## config.mk

```make
export PLATFORM = sky130hd
export DESIGN_NAME = nif_framer
export DESIGN_NICKNAME = d
export VERILOG_FILES = /design/src/hdl/nif_pkg.sv /design/src/hdl/nif_framer.sv
export SDC_FILE = /design/constraint.sdc
export NUM_CORES = 1
export LEC_CHECK = 0
export BUFFER_PORTS_ARGS = -buffer_cell sky130_fd_sc_hd__buf_2
export CAP_MARGIN = 20
export CORE_MARGIN = 5
export CORE_UTILIZATION = 56
export DETAILED_ROUTE_END_ITERATION = 7
export PLACE_DENSITY = 0.89
export SLEW_MARGIN = 20
export SYNTH_ARGS = -nofsm -noshare
export SYNTH_HDL_FRONTEND = slang
export SYNTH_SLANG_ARGS = --single-unit
export TNS_END_PERCENT = 50
```

## constraint.sdc

```tcl
create_clock -name CORE_CLK -period 5.8 [get_ports CORE_CLK]
set_input_delay 0.58 -clock CORE_CLK [delete_from_list [all_inputs] [get_ports CORE_CLK]]
set_output_delay 0.58 -clock CORE_CLK [all_outputs]
set_load 0.02 [all_outputs]
```

## src/hdl/nif_pkg.sv

```systemverilog
// constants, state types and register map of the node identification indicator framer
// assumes a single 20 MHz core clock and an AXI4-Lite master on the register side
package nif_pkg;
   localparam logic [7:0]  SOF_BYTE    = 8'h7E;
   localparam logic [7:0]  FRAME_TYPE  = 8'h95;
   localparam logic [15:0] RSVD_FILL   = 16'hFFFE;
   localparam logic [7:0]  OPT_BCAST   = 8'h02;
   localparam logic [7:0]  OPT_KEEP    = 8'hC8;
   localparam logic [7:0]  NUL_BYTE    = 8'h00;
   localparam logic [7:0]  PAD_CHAR    = 8'h20;
   localparam logic [7:0]  CKS_BASE    = 8'hFF;
   localparam logic [4:0]  SUM_FROM    = 5'h03;
   localparam logic [4:0]  HDR_LAST    = 5'h18;
   localparam logic [4:0]  TAIL_LAST_S = 5'h07;
   localparam logic [4:0]  TAIL_LAST_L = 5'h0B;
   localparam int          LBL_DEPTH   = 20;
   localparam logic [4:0]  LBL_MAX     = 5'h14;
   localparam logic [15:0] LEN_BASE    = 16'h001E;
   localparam logic [15:0] LEN_DTYPE   = 16'h0004;
   localparam logic [15:0] LEN_RSSI    = 16'h0001;
   localparam logic [7:0]  CMD_IDENT   = 8'h01;
   localparam logic [7:0]  ADDR_CTRL   = 8'h00;
   localparam logic [7:0]  ADDR_CMD    = 8'h04;
   localparam logic [7:0]  ADDR_STAT   = 8'h08;
   localparam int          CTRL_DTYPE  = 0;
   localparam int          CTRL_RSSI   = 1;
   localparam int          CTRL_SYNC   = 2;
   localparam logic [2:0]  CTRL_RST    = 3'h0;
   localparam logic [1:0]  AXI_OKAY    = 2'h0;
   localparam logic [1:0]  AXI_SLVERR  = 2'h2;
   localparam int unsigned AWAKE_TIME_S = 30;
   localparam int unsigned CLK_HZ       = 20000000;
   localparam int unsigned AWAKE_CYC    = AWAKE_TIME_S * CLK_HZ;

   typedef enum logic [2:0] {
      ST_IDLE = 3'b000,
      ST_HDR  = 3'b001,
      ST_LBL  = 3'b010,
      ST_TAIL = 3'b011,
      ST_RSSI = 3'b100,
      ST_SUM  = 3'b101
   } nif_st_e;

   typedef struct packed {
      nif_st_e                     st;
      logic [4:0]                  pos;
      logic [7:0]                  sum;
      logic [4:0]                  lcnt;
      logic [LBL_DEPTH-1:0][7:0]   lbl;
      logic [63:0]                 src;
      logic [63:0]                 rem;
      logic [7:0]                  opt;
      logic [7:0]                  role;
      logic [7:0]                  evt;
      logic [31:0]                 dtype;
      logic [7:0]                  rssi;
      logic                        inc_dt;
      logic                        inc_rs;
      logic [7:0]                  tx_data;
      logic                        tx_valid;
      logic                        rx_ready;
      logic                        assoc;
      logic                        id_req;
      logic [7:0]                  frames;
      logic [2:0]                  ctrl;
      logic                        btn1;
      logic                        btn2;
      logic                        btn3;
      logic [29:0]                 awake;
      logic                        awready;
      logic                        wready;
      logic                        aw_got;
      logic                        w_got;
      logic [7:0]                  waddr;
      logic [31:0]                 wdata;
      logic [3:0]                  wstrb;
      logic                        bvalid;
      logic [1:0]                  bresp;
      logic                        arready;
      logic                        rvalid;
      logic [31:0]                 rdata;
      logic [1:0]                  rresp;
   } nif_state_s;
endpackage

```

## src/hdl/nif_framer.sv

```systemverilog
// node identification indicator framer: builds the serial frame sent to the local host
// assumes radio-side inputs on CORE_CLK, a byte sink with valid/ready, and an AXI4-Lite master
`timescale 1ns/10ps
module nif_framer #(
   parameter logic [29:0] AWAKE_CYC = 30'(nif_pkg::AWAKE_CYC),
   parameter logic [15:0] PROFILE_ID = 16'h1234, // arbitrary value
   parameter logic [15:0] MFG_ID     = 16'h5678  // arbitrary value
) (
   input  wire logic        CORE_CLK,
   input  wire logic        RESET,
   input  wire logic        CLK_EN,
   input  wire logic        BUTTON_N,
   input  wire logic        SYNC_MSG,
   input  wire logic        RX_VALID,
   input  wire logic [63:0] RX_SRC_ADDR,
   input  wire logic [63:0] RX_REMOTE_ADDR,
   input  wire logic [7:0]  RX_OPTIONS,
   input  wire logic [1:0]  RX_ROLE,
   input  wire logic [7:0]  RX_EVENT,
   input  wire logic [31:0] RX_DEVTYPE,
   input  wire logic [7:0]  RX_RSSI,
   input  wire logic        RX_LBL_VALID,
   input  wire logic [7:0]  RX_LBL_DATA,
   output logic             RX_READY,
   output logic [7:0]       TX_DATA,
   output logic             TX_VALID,
   input  wire logic        TX_READY,
   output logic             ASSOC_PULSE,
   output logic             ID_BCAST_REQ,
   input  wire logic [7:0]  S_AXI_AWADDR,
   input  wire logic        S_AXI_AWVALID,
   output logic             S_AXI_AWREADY,
   input  wire logic [31:0] S_AXI_WDATA,
   input  wire logic [3:0]  S_AXI_WSTRB,
   input  wire logic        S_AXI_WVALID,
   output logic             S_AXI_WREADY,
   output logic [1:0]       S_AXI_BRESP,
   output logic             S_AXI_BVALID,
   input  wire logic        S_AXI_BREADY,
   input  wire logic [7:0]  S_AXI_ARADDR,
   input  wire logic        S_AXI_ARVALID,
   output logic             S_AXI_ARREADY,
   output logic [31:0]      S_AXI_RDATA,
   output logic [1:0]       S_AXI_RRESP,
   output logic             S_AXI_RVALID,
   input  wire logic        S_AXI_RREADY
);

   nif_pkg::nif_state_s r_r;
   nif_pkg::nif_state_s r_nxt;
   logic [199:0]        hdr_vec;
   logic [95:0]         tail_vec;
   logic [4:0]          lch;
   logic [15:0]         len;
   logic [7:0]          b;
   logic                press;
   logic                cmd_hit;
   logic                awake_hit;
   logic                take_rx;

   always_comb begin
      r_nxt     = r_r;
      b         = nif_pkg::NUL_BYTE;
      press     = 1'b0;
      cmd_hit   = 1'b0;
      awake_hit = 1'b0;
      take_rx   = 1'b0;
      // an empty label still occupies two bytes: one pad character and the terminator
      lch = (r_r.lcnt == 5'h00) ? 5'h01 : r_r.lcnt;
      len = nif_pkg::LEN_BASE + 16'(lch) + 16'h0001
            + (r_r.inc_dt ? nif_pkg::LEN_DTYPE : 16'h0000)
            + (r_r.inc_rs ? nif_pkg::LEN_RSSI : 16'h0000);
      hdr_vec = {nif_pkg::SOF_BYTE, len, nif_pkg::FRAME_TYPE,
                 r_r.src, nif_pkg::RSVD_FILL, r_r.opt,
                 nif_pkg::RSVD_FILL, r_r.rem};
      tail_vec = {nif_pkg::RSVD_FILL, r_r.role, r_r.evt,
                  PROFILE_ID, MFG_ID, r_r.dtype};

      // pushbutton: two-stage synchroniser, then falling-edge detect on later stages
      r_nxt.btn1 = BUTTON_N;
      r_nxt.btn2 = r_r.btn1;
      r_nxt.btn3 = r_r.btn2;
      press = r_r.btn3 & ~r_r.btn2;

      // sync-sleep awake timer; a sync message restarts the wait
      if (!r_r.ctrl[nif_pkg::CTRL_SYNC] || SYNC_MSG) begin
         r_nxt.awake = 30'h0000_0000;
      end else if (r_r.awake == AWAKE_CYC - 30'h0000_0001) begin
         r_nxt.awake = 30'h0000_0000;
         awake_hit = 1'b1;
      end else begin
         r_nxt.awake = r_r.awake + 30'h0000_0001;
      end

      // register writes: address and data may arrive in either order
      if (r_r.bvalid && S_AXI_BREADY) begin
         r_nxt.bvalid = 1'b0;
      end
      if (S_AXI_AWVALID && r_r.awready) begin
         r_nxt.aw_got = 1'b1;
         r_nxt.waddr  = S_AXI_AWADDR;
      end
      if (S_AXI_WVALID && r_r.wready) begin
         r_nxt.w_got = 1'b1;
         r_nxt.wdata = S_AXI_WDATA;
         r_nxt.wstrb = S_AXI_WSTRB;
      end
      if (r_r.aw_got && r_r.w_got && !r_r.bvalid) begin
         r_nxt.aw_got = 1'b0;
         r_nxt.w_got  = 1'b0;
         r_nxt.bvalid = 1'b1;
         r_nxt.bresp  = nif_pkg::AXI_OKAY;
         case (r_r.waddr)
            nif_pkg::ADDR_CTRL: begin
               if (r_r.wstrb[0]) begin
                  r_nxt.ctrl = r_r.wdata[2:0];
               end
            end
            nif_pkg::ADDR_CMD: begin
               cmd_hit = r_r.wstrb[0] && (r_r.wdata[7:0] == nif_pkg::CMD_IDENT);
            end
            nif_pkg::ADDR_STAT: begin
               // status is read-only; the write is acknowledged and dropped
               r_nxt.bresp = nif_pkg::AXI_OKAY;
            end
            default: begin
               r_nxt.bresp = nif_pkg::AXI_SLVERR;
            end
         endcase
      end
      r_nxt.awready = !r_nxt.aw_got && !r_nxt.bvalid;
      r_nxt.wready  = !r_nxt.w_got && !r_nxt.bvalid;

      // register reads
      if (r_r.rvalid && S_AXI_RREADY) begin
         r_nxt.rvalid = 1'b0;
      end
      if (S_AXI_ARVALID && r_r.arready) begin
         r_nxt.rvalid = 1'b1;
         r_nxt.rresp  = nif_pkg::AXI_OKAY;
         case (S_AXI_ARADDR)
            nif_pkg::ADDR_CTRL: begin
               r_nxt.rdata = {29'h0000_0000, r_r.ctrl};
            end
            nif_pkg::ADDR_CMD: begin
               r_nxt.rdata = 32'h0000_0000;
            end
            nif_pkg::ADDR_STAT: begin
               r_nxt.rdata = {16'h0000, r_r.frames, 7'h00,
                              (r_r.st != nif_pkg::ST_IDLE) || r_r.tx_valid};
            end
            default: begin
               r_nxt.rdata = 32'h0000_0000;
               r_nxt.rresp = nif_pkg::AXI_SLVERR;
            end
         endcase
      end
      r_nxt.arready = !r_nxt.rvalid;

      // label bytes are only taken while no frame is being built
      if (r_r.rx_ready && RX_VALID) begin
         take_rx = 1'b1;
      end else if (r_r.rx_ready && RX_LBL_VALID && (r_r.lcnt < nif_pkg::LBL_MAX)) begin
         r_nxt.lbl[r_r.lcnt] = RX_LBL_DATA;
         r_nxt.lcnt = r_r.lcnt + 5'h01;
      end

      if (take_rx) begin
         r_nxt.st     = nif_pkg::ST_HDR;
         r_nxt.pos    = 5'h00;
         r_nxt.sum    = 8'h00;
         r_nxt.src    = RX_SRC_ADDR;
         r_nxt.rem    = RX_REMOTE_ADDR;
         // keep method bits and bit 3, clear reserved bits, always flag broadcast
         r_nxt.opt    = (RX_OPTIONS & nif_pkg::OPT_KEEP) | nif_pkg::OPT_BCAST;
         r_nxt.role   = {6'h00, RX_ROLE};
         r_nxt.evt    = RX_EVENT;
         r_nxt.dtype  = RX_DEVTYPE;
         r_nxt.rssi   = RX_RSSI;
         // options are frozen per frame so the length field matches the bytes sent
         r_nxt.inc_dt = r_r.ctrl[nif_pkg::CTRL_DTYPE];
         r_nxt.inc_rs = r_r.ctrl[nif_pkg::CTRL_RSSI];
         // a pending checksum byte taken at this edge must not be offered twice
         if (TX_READY) begin
            r_nxt.tx_valid = 1'b0;
         end
      end else if (!r_r.tx_valid || TX_READY) begin
         r_nxt.tx_valid = 1'b0;
         if (r_r.st != nif_pkg::ST_IDLE) begin
            r_nxt.tx_valid = 1'b1;
            r_nxt.pos = r_r.pos + 5'h01;
            case (r_r.st)
               nif_pkg::ST_HDR: begin
                  b = hdr_vec[(32'(nif_pkg::HDR_LAST) - 32'(r_r.pos)) * 8 +: 8];
                  if (r_r.pos == nif_pkg::HDR_LAST) begin
                     r_nxt.st  = nif_pkg::ST_LBL;
                     r_nxt.pos = 5'h00;
                  end
               end
               nif_pkg::ST_LBL: begin
                  if (r_r.pos == lch) begin
                     b = nif_pkg::NUL_BYTE;
                     r_nxt.st  = nif_pkg::ST_TAIL;
                     r_nxt.pos = 5'h00;
                  end else if (r_r.lcnt == 5'h00) begin
                     b = nif_pkg::PAD_CHAR;
                  end else begin
                     b = r_r.lbl[r_r.pos];
                  end
               end
               nif_pkg::ST_TAIL: begin
                  b = tail_vec[(32'(nif_pkg::TAIL_LAST_L) - 32'(r_r.pos)) * 8 +: 8];
                  if (r_r.pos == (r_r.inc_dt ? nif_pkg::TAIL_LAST_L : nif_pkg::TAIL_LAST_S)) begin
                     r_nxt.pos = 5'h00;
                     r_nxt.st  = r_r.inc_rs ? nif_pkg::ST_RSSI : nif_pkg::ST_SUM;
                  end
               end
               nif_pkg::ST_RSSI: begin
                  b = r_r.rssi;
                  r_nxt.st = nif_pkg::ST_SUM;
               end
               nif_pkg::ST_SUM: begin
                  b = nif_pkg::CKS_BASE - r_r.sum;
                  r_nxt.st     = nif_pkg::ST_IDLE;
                  r_nxt.lcnt   = 5'h00;
                  r_nxt.frames = r_r.frames + 8'h01;
               end
               default: begin
                  r_nxt.st = nif_pkg::ST_IDLE;
               end
            endcase
            r_nxt.tx_data = b;
            if (!((r_r.st == nif_pkg::ST_HDR) && (r_r.pos < nif_pkg::SUM_FROM))) begin
               r_nxt.sum = r_r.sum + b;
            end
         end
      end

      r_nxt.rx_ready = (r_nxt.st == nif_pkg::ST_IDLE);
      r_nxt.assoc    = take_rx;
      r_nxt.id_req   = press || cmd_hit || awake_hit;
   end

   always_ff @(posedge CORE_CLK) begin
      if (RESET) begin
         r_r      <= '0;
         r_r.ctrl <= nif_pkg::CTRL_RST;
         r_r.btn1 <= 1'b1;
         r_r.btn2 <= 1'b1;
         r_r.btn3 <= 1'b1;
      end else if (CLK_EN) begin
         r_r <= r_nxt;
      end
   end

   assign RX_READY      = r_r.rx_ready;
   assign TX_DATA       = r_r.tx_data;
   assign TX_VALID      = r_r.tx_valid;
   assign ASSOC_PULSE   = r_r.assoc;
   assign ID_BCAST_REQ  = r_r.id_req;
   assign S_AXI_AWREADY = r_r.awready;
   assign S_AXI_WREADY  = r_r.wready;
   assign S_AXI_BRESP   = r_r.bresp;
   assign S_AXI_BVALID  = r_r.bvalid;
   assign S_AXI_ARREADY = r_r.arready;
   assign S_AXI_RDATA   = r_r.rdata;
   assign S_AXI_RRESP   = r_r.rresp;
   assign S_AXI_RVALID  = r_r.rvalid;

endmodule

```

==> qor.yml, run 1 <==
ys_warn_count: 0
max_cap_violations: 0
setup_viol: 0
end_kind: "flip-flop"
wl_met1_um: 24000
area_growth_pct: 12.2
io_pins: 312
drt_wl_total_um: 60600
synth_cells: 2560
synth-async-reset-ratio: 0
path_max_fanout: 15
setup-tns-final_ps: 0
synth_top_cell_area_share: 0.427
die_x_um: 206
antenna_found_initial: 0
post_cts_resized: 0
drc: 0
timing.fmax_ghz: 0.197
start_util: 0.569
min-delay-start: "BUTTON_N"
clk_pin_slew_ps: 70
cts_hold_buf: 0
nNetsFinal: 2954
post-route-min-period_ps: 5070
arrival_ps: 5590
fin_util: 0.639
p_sw_mw: 1.60
fin_skew_ps: 14.7
synth.avg_cell_area_um2: 8.39
ys_types: 83
yosysTopAreaCell: "dfxtp_1"
core_um2: 37800
cts_root_buf: "clkbuf_16"
final-hold-violation-count: 0
reg2reg_setup_slack_ps: 730
timing.rr.start: "r_r[497]"
outcome: "finished, final reports clean"
power.leakage_nw: 8.74
fillCellCount: 2974
p_seq_frac: 0.477
dr_wl_met3_um: 5540
routed-wl-met2_um: 28200
die_y_um: 206
comb_power_share: 0.071
numCtsBuffers: 47
clockBufferDepth: 3
ys_seq_area_frac: 0.427
regArea_um2: 9170
synth_area_um2: 21500
globalplace.congestion: 0.941
dieArea_um2: 42400
rows: 71
worstSetupStartpointType: "flip-flop"
vias_per_cell: 6.02
cts_tree: "built"
cp-startpoint: "r_r[497]"
first_pass_iters: 6
worst_slew_pin_slew_ps: 1180
drv_slew: 0
multi_input_area_um2: 11100
fin_crit_sh: 0.875
relSlewSlack: 0.210
drive_gt1_frac: 0.165
wl_per_cell_um: 18.9
vias: 19365
internal-power_mw: 5.14
topRoutingLayerUsed: "met4"
switching_share: 0.238
path_class: "reg -> reg"
cts_setup_buffers: 0
clk-insertion-delay-late_ps: 580
hpwl_um: 40100
grt_pass1_vias: 18639
rsz0062_at_grt: "no"
synthFlopType: "dfxtp_1"
peakVddDrop_v: 0.000174
grt_max_degree: 177
antenna_cells: 0
grt_pass1_wl_um: 94900
hold_class: "in -> reg"
worstPathRequired_ps: 6310
htreeDepth: 2
grt_overflow: 0
clkSinkCount: 458
synth_edf_count: 0
p_per_area_nw_per_um2: 280
p_clk_frac: 0.452
synth-seq-cells: 458
drt_first_iter_violations: 2220
netlist_top_cells_area: "dfxtp_1 43%, nand2_1 9.9%, a21oi_1 7.5%, mux2i_1 6.7%, mux4_2 6.6%"
grt_usage: 0.274
ant_nets: 0
port_buffers: 256
## cell usage after synthesis (4+ instances only)
| library cell | n |
|---|---|
| dfxtp_1 | 458 |
| nor3_1 | 36 |
| nor4_1 | 10 |
| and3_1 | 9 |
| buf_1 | 9 |
| nand2_1 | 565 |
| o31ai_1 | 6 |
| and2_1 | 10 |
| buf_6 | 8 |
| ha_1 | 25 |
| o21ai_0 | 29 |
| xor2_1 | 24 |
| o221ai_1 | 6 |
| clkbuf_1 | 151 |
| nor2_1 | 234 |
| buf_4 | 52 |
| nor2b_1 | 6 |
| nand2b_1 | 11 |
| a31oi_1 | 17 |
| xnor2_1 | 24 |
| and4_1 | 4 |
| mux2i_1 | 144 |
| a2111oi_0 | 5 |
| o22ai_1 | 10 |
| mux4_2 | 63 |
| a211oi_1 | 12 |
| a22oi_1 | 21 |
| a21oi_1 | 323 |
| a311oi_1 | 7 |
| a21o_1 | 8 |
| inv_1 | 31 |
| or3_1 | 4 |
| nand3_1 | 103 |
| o211ai_1 | 8 |
| buf_2 | 19 |
| nand3b_1 | 4 |
| o21a_1 | 6 |
| o21ai_1 | 13 |
| mux2_2 | 4 |
| nand4_1 | 15 |
## cell families (layout without fill, tap and decap cells)
logic type                 Yosys count  count (layout)  synth area share
adders and majority gates           26              26            0.0155
muxes                              212             212             0.136
AOI/OAI and AO/OA                  508             508             0.138
and+or+nand+nor                   1030            1030             0.202
xor gates and xnor gates            50              50            0.0211
DFF                                458             458             0.427
buffers and inverters              275             399            0.0615
other                                1              23          0.000175
## power groups by stage
stage	sequential, mW	clock, mW	combinational, mW
3_5_place_dp	3.28	0	0.462
2_1_floorplan	3.28	0	0.313
3_3_place_gp	3.28	0	0.452
4_1_cts	3.21	3.08	0.466
5_1_grt	3.22	3.21	0.512
6_report	3.21	3.05	0.476
## metrics by stage
stage	power, mW	cells	hold slack, ps	setup slack (ps)	cell area (µm²)
after global routing	6.93	3217	232	494	24100
after CTS	6.76	3217	211	773	24100
final	6.74	3217	234	727	24100
after floorplan	3.59	2582	431	1290	21600
after detailed placement	3.74	3131	446	977	22500
after global placement	3.73	3131	438	1060	22500
## final timing paths
check	endpoint	cells past startpoint
setup / recovery	r_r[509]	24
hold / removal	r_nxt[118]	3
setup reg to reg	r_r[509]	24
hold reg to reg	r_r[145]	2
## worst max-delay path, stage by stage, from the launching register on
cell and delay (ps):
dfxtp_1 520, inv_1 150, ha_1 230, buf_4 190, nor4b_2 170, buf_4 220, nor2_1 100, ha_1 170
inv_1 50, ha_1 280, mux2i_1 140, nor2_1 60, mux4_2 480, nor2_1 120, nor3_1 70, nor2_1 150
nand2_1 130, ha_1 320, a21o_1 160, a21oi_1 220, o21bai_1 130, a2111o_1 480, a21boi_0 240, mux2i_1 140
nand3_1 90
## cells in the final DEF (no fill, tap or decap), drive strengths merged, types with 25 or more instances in the layout
cell / count
mux4: 63
dfxtp: 458
o21ai: 43
clkbuf: 66
a21oi: 323
ha: 25
nand3: 103
xor2: 26
mux2i: 144
buf: 278
nor3: 39
nor2: 234
nand2: 565
inv: 34
## final cells by class
class,count,share of cell area
Sequential cell,458,0.381
Clock buffer,66,0.0568
Inverter,35,0.00545
Clock inverter,20,0.00773
Multi-Input combinational cell,1849,0.461
Timing Repair Buffer,278,0.0616
Tap cell,511,0.0265
## per-layer routing
layer,vias to the layer above,track usage
li1,8971,-
met1,9176,0.359
met2,1012,0.446
met3,206,0.0497
met4,0,0.121
met5,-,0
Note: power is estimated with default switching activity, not from simulation.
==> run 2: changes to the inputs <==
Settings changed: BUFFER_PORTS_ARGS -buffer_cell sky130_fd_sc_hd__buf_2 to -buffer_cell sky130_fd_sc_hd__buf_4.
==> run 2 against run 1 <==
Compared with the run above: clock power is 1% lower; critical path depth fell by 2; sequential power is essentially flat; core utilization up 1.7 points; register-to-register slack lost 50 ps; critical path type unchanged; largest power group unchanged.
==> qor.yml, run 2 (same netlist as run 1, synthesis figures left out) <==
outcome: "finished, final reports clean"
ant_nets: 0  # unchanged
timing.rr.end: "r_r[509]"
clkSinkCount: 458  # unchanged
max_cap_violations: 0  # unchanged
nNetsFinal: 2960  # +0.20%
fin_ws_ps: 676  # -51.3 ps
globalplace.congestion: 0.982  # +4.4%
cts_hold_buf: 0  # unchanged
cts_setup_buffers: 0  # unchanged
grt_usage: 0.277  # +0.00320
grt_pass1_wl_um: 96200  # +1.3%
fin_skew_ps: 20.6  # +5.91 ps
worst_slew_pin_slew_ps: 1180  # -3.07 ps
p_seq_frac: 0.477  # about the same
clk_pin_slew_ps: 60  # about the same
vias_per_cell: 6.08  # +0.96%
place_ws_ps: 956  # -21.3 ps
cts_tree: "built"
clk-insertion-delay-late_ps: 580  # about the same
fin_crit_sh: 0.883  # +0.00884
arrival_ps: 5580  # about the same
path_class: "reg -> reg"
dieArea_um2: 42400  # unchanged
power.leakage_nw: 8.93  # +2.2%
worst_r2r_path_depth: 22  # -8.3%
reg2reg_setup_slack_ps: 680  # -50 ps
p_sw_mw: 1.58  # -1.4%
path_max_fanout: 14  # -1
drc: 0  # unchanged
p_clk_frac: 0.446  # -0.006
relSlewSlack: 0.212  # +0.00205
antenna_cells: 0  # unchanged
hpwl_um: 41200  # +2.7%
drv_slew: 0  # unchanged
fin_cells: 3220  # +0.093%
port_buffers: 256  # unchanged
area_growth_pct: 15.2
end_kind: "flip-flop"
grt_max_degree: 229  # +29%
timing.rr.start: "r_r[498]"
drive_gt1_frac: 0.165  # -0.000183
layout_common_cells: "564 x nand2_1, 456 x dfxtp_1, 323 x a21oi_1"
dpl.cell_count: 3138  # +0.22%
timing.fmax_ghz: 0.195  # -1.0%
antenna_found_initial: 0  # unchanged
htreeDepth: 2  # unchanged
drt_first_iter_violations: 2168  # -2.3%
switching_share: 0.234  # -0.00372
cp-startpoint: "r_r[498]"
p_per_area_nw_per_um2: 273  # -2.4%
internal-power_mw: 5.17  # +0.68%
clockBufferDepth: 3  # unchanged
die_y_um: 206  # unchanged
io_pins: 312  # unchanged
first_pass_iters: 6  # unchanged
rsz0062_at_grt: "no"
crit_end: "r_r[509]"
grt_pass1_vias: 18904  # +1.4%
worstPathRequired_ps: 6250  # -60 ps
post_cts_resized: 0  # unchanged
setup_viol: 0  # unchanged
core_um2: 37800  # unchanged
grt_overflow: 0  # unchanged
rows: 71  # unchanged
regArea_um2: 9170  # unchanged
final-hold-violation-count: 0  # unchanged
fillCellCount: 2840  # -4.5%
vias: 19570  # +1.1%
peakVddDrop_v: 0.000236  # +36%
die_x_um: 206  # unchanged
final_common_cell: "nand2_1"
start_util: 0.569  # unchanged
wl_per_cell_um: 18.8  # -0.14%
setup-tns-final_ps: 0  # unchanged
cts_root_buf: "clkbuf_16"
numCtsBuffers: 46  # -2.1%
comb_power_share: 0.077  # +0.006
post-route-min-period_ps: 5120  # +51.3 ps
drt_wl_total_um: 60600  # about the same
multi_input_area_um2: 11100  # about the same
hold_class: "in -> reg"
worstSetupStartpointType: "flip-flop"
[run 2: cell count changes in the layout (fill, tap and decap cells not counted), moves of 2 or more]
cell / change
buf_4: +263
clkinv_2: -9
nor3_4: -2
clkinvlp_4: +4
clkbuf_16: -2
nor3_2: +2
buf_2: -255
clkbuf_1: +3
[run 2: layout make-up]
cell class / instances / share of cell area
clock buffer: 67 / 0.0538
clock inverter: 15 / 0.00778
inverter: 35 / 0.00531
multi-input combinational: 1849 / 0.449
sequential: 458 / 0.371
tap: 511 / 0.0258
timing repair buffer: 285 / 0.0877
[run 2: stage by stage]
step / utilization / instance area (µm²) / power [mW] / hold slack, ps
6_report: 0.656 / 24800 / 6.75 / 238
3_3_place_gp: 0.615 / 23200 / 3.78 / 438
3_5_place_dp: 0.615 / 23200 / 3.79 / 443
5_1_grt: 0.656 / 24800 / 6.96 / 248
4_1_cts: 0.656 / 24800 / 6.77 / 223
2_1_floorplan: - / 21600 / 3.59 / 431
[run 2: worst min path at each step]
stage / cells after the start / startpoint / slack (ps) / to
6_report: 3 / BUTTON_N / 240 / r_nxt[118]
5_1_grt: 3 / BUTTON_N / 250 / r_nxt[118]
4_1_cts: 3 / BUTTON_N / 220 / r_nxt[118]
3_5_place_dp: 2 / hdr_vec[18] / 440 / hdr_vec[18]
3_3_place_gp: 2 / r_r[49] / 440 / r_r[49]
2_1_floorplan: 2 / r_r[49] / 430 / r_r[49]
[run 2: per-layer routing]
metal,vias to the layer above,share of wire,global-route usage
met5,-,0,0
met4,0,0.045,0.124
met3,226,0.11,0.0532
met2,1189,0.47,0.455
met1,9193,0.38,0.359
li1,8962,-,-
[run 2: worst max-delay path, cell delays in order, from the launching register on]
cell	delay [ps]
dfxtp_1	410
inv_1	150
ha_1	570
nor4b_2	380
nor2_1	100
ha_1	220
inv_1	60
ha_1	230
mux2i_1	150
nor2_1	70
mux4_2	470
nor2_1	110
nor3_1	70
nor2_1	130
nand2_1	130
ha_1	330
a21o_1	180
a21oi_1	250
o21bai_1	120
a2111o_1	490
nand4_1	150
mux2_1	160
nand3_1	60
[run 2: power groups by stage]
stage | clock network [mW] | logic (mW) | registers (mW)
floorplan | 0 | 0.313 | 3.28
global placement | 0 | 0.494 | 3.28
detailed placement | 0 | 0.506 | 3.29
CTS | 3.05 | 0.510 | 3.22
global route | 3.18 | 0.559 | 3.22
finish | 3.01 | 0.522 | 3.22
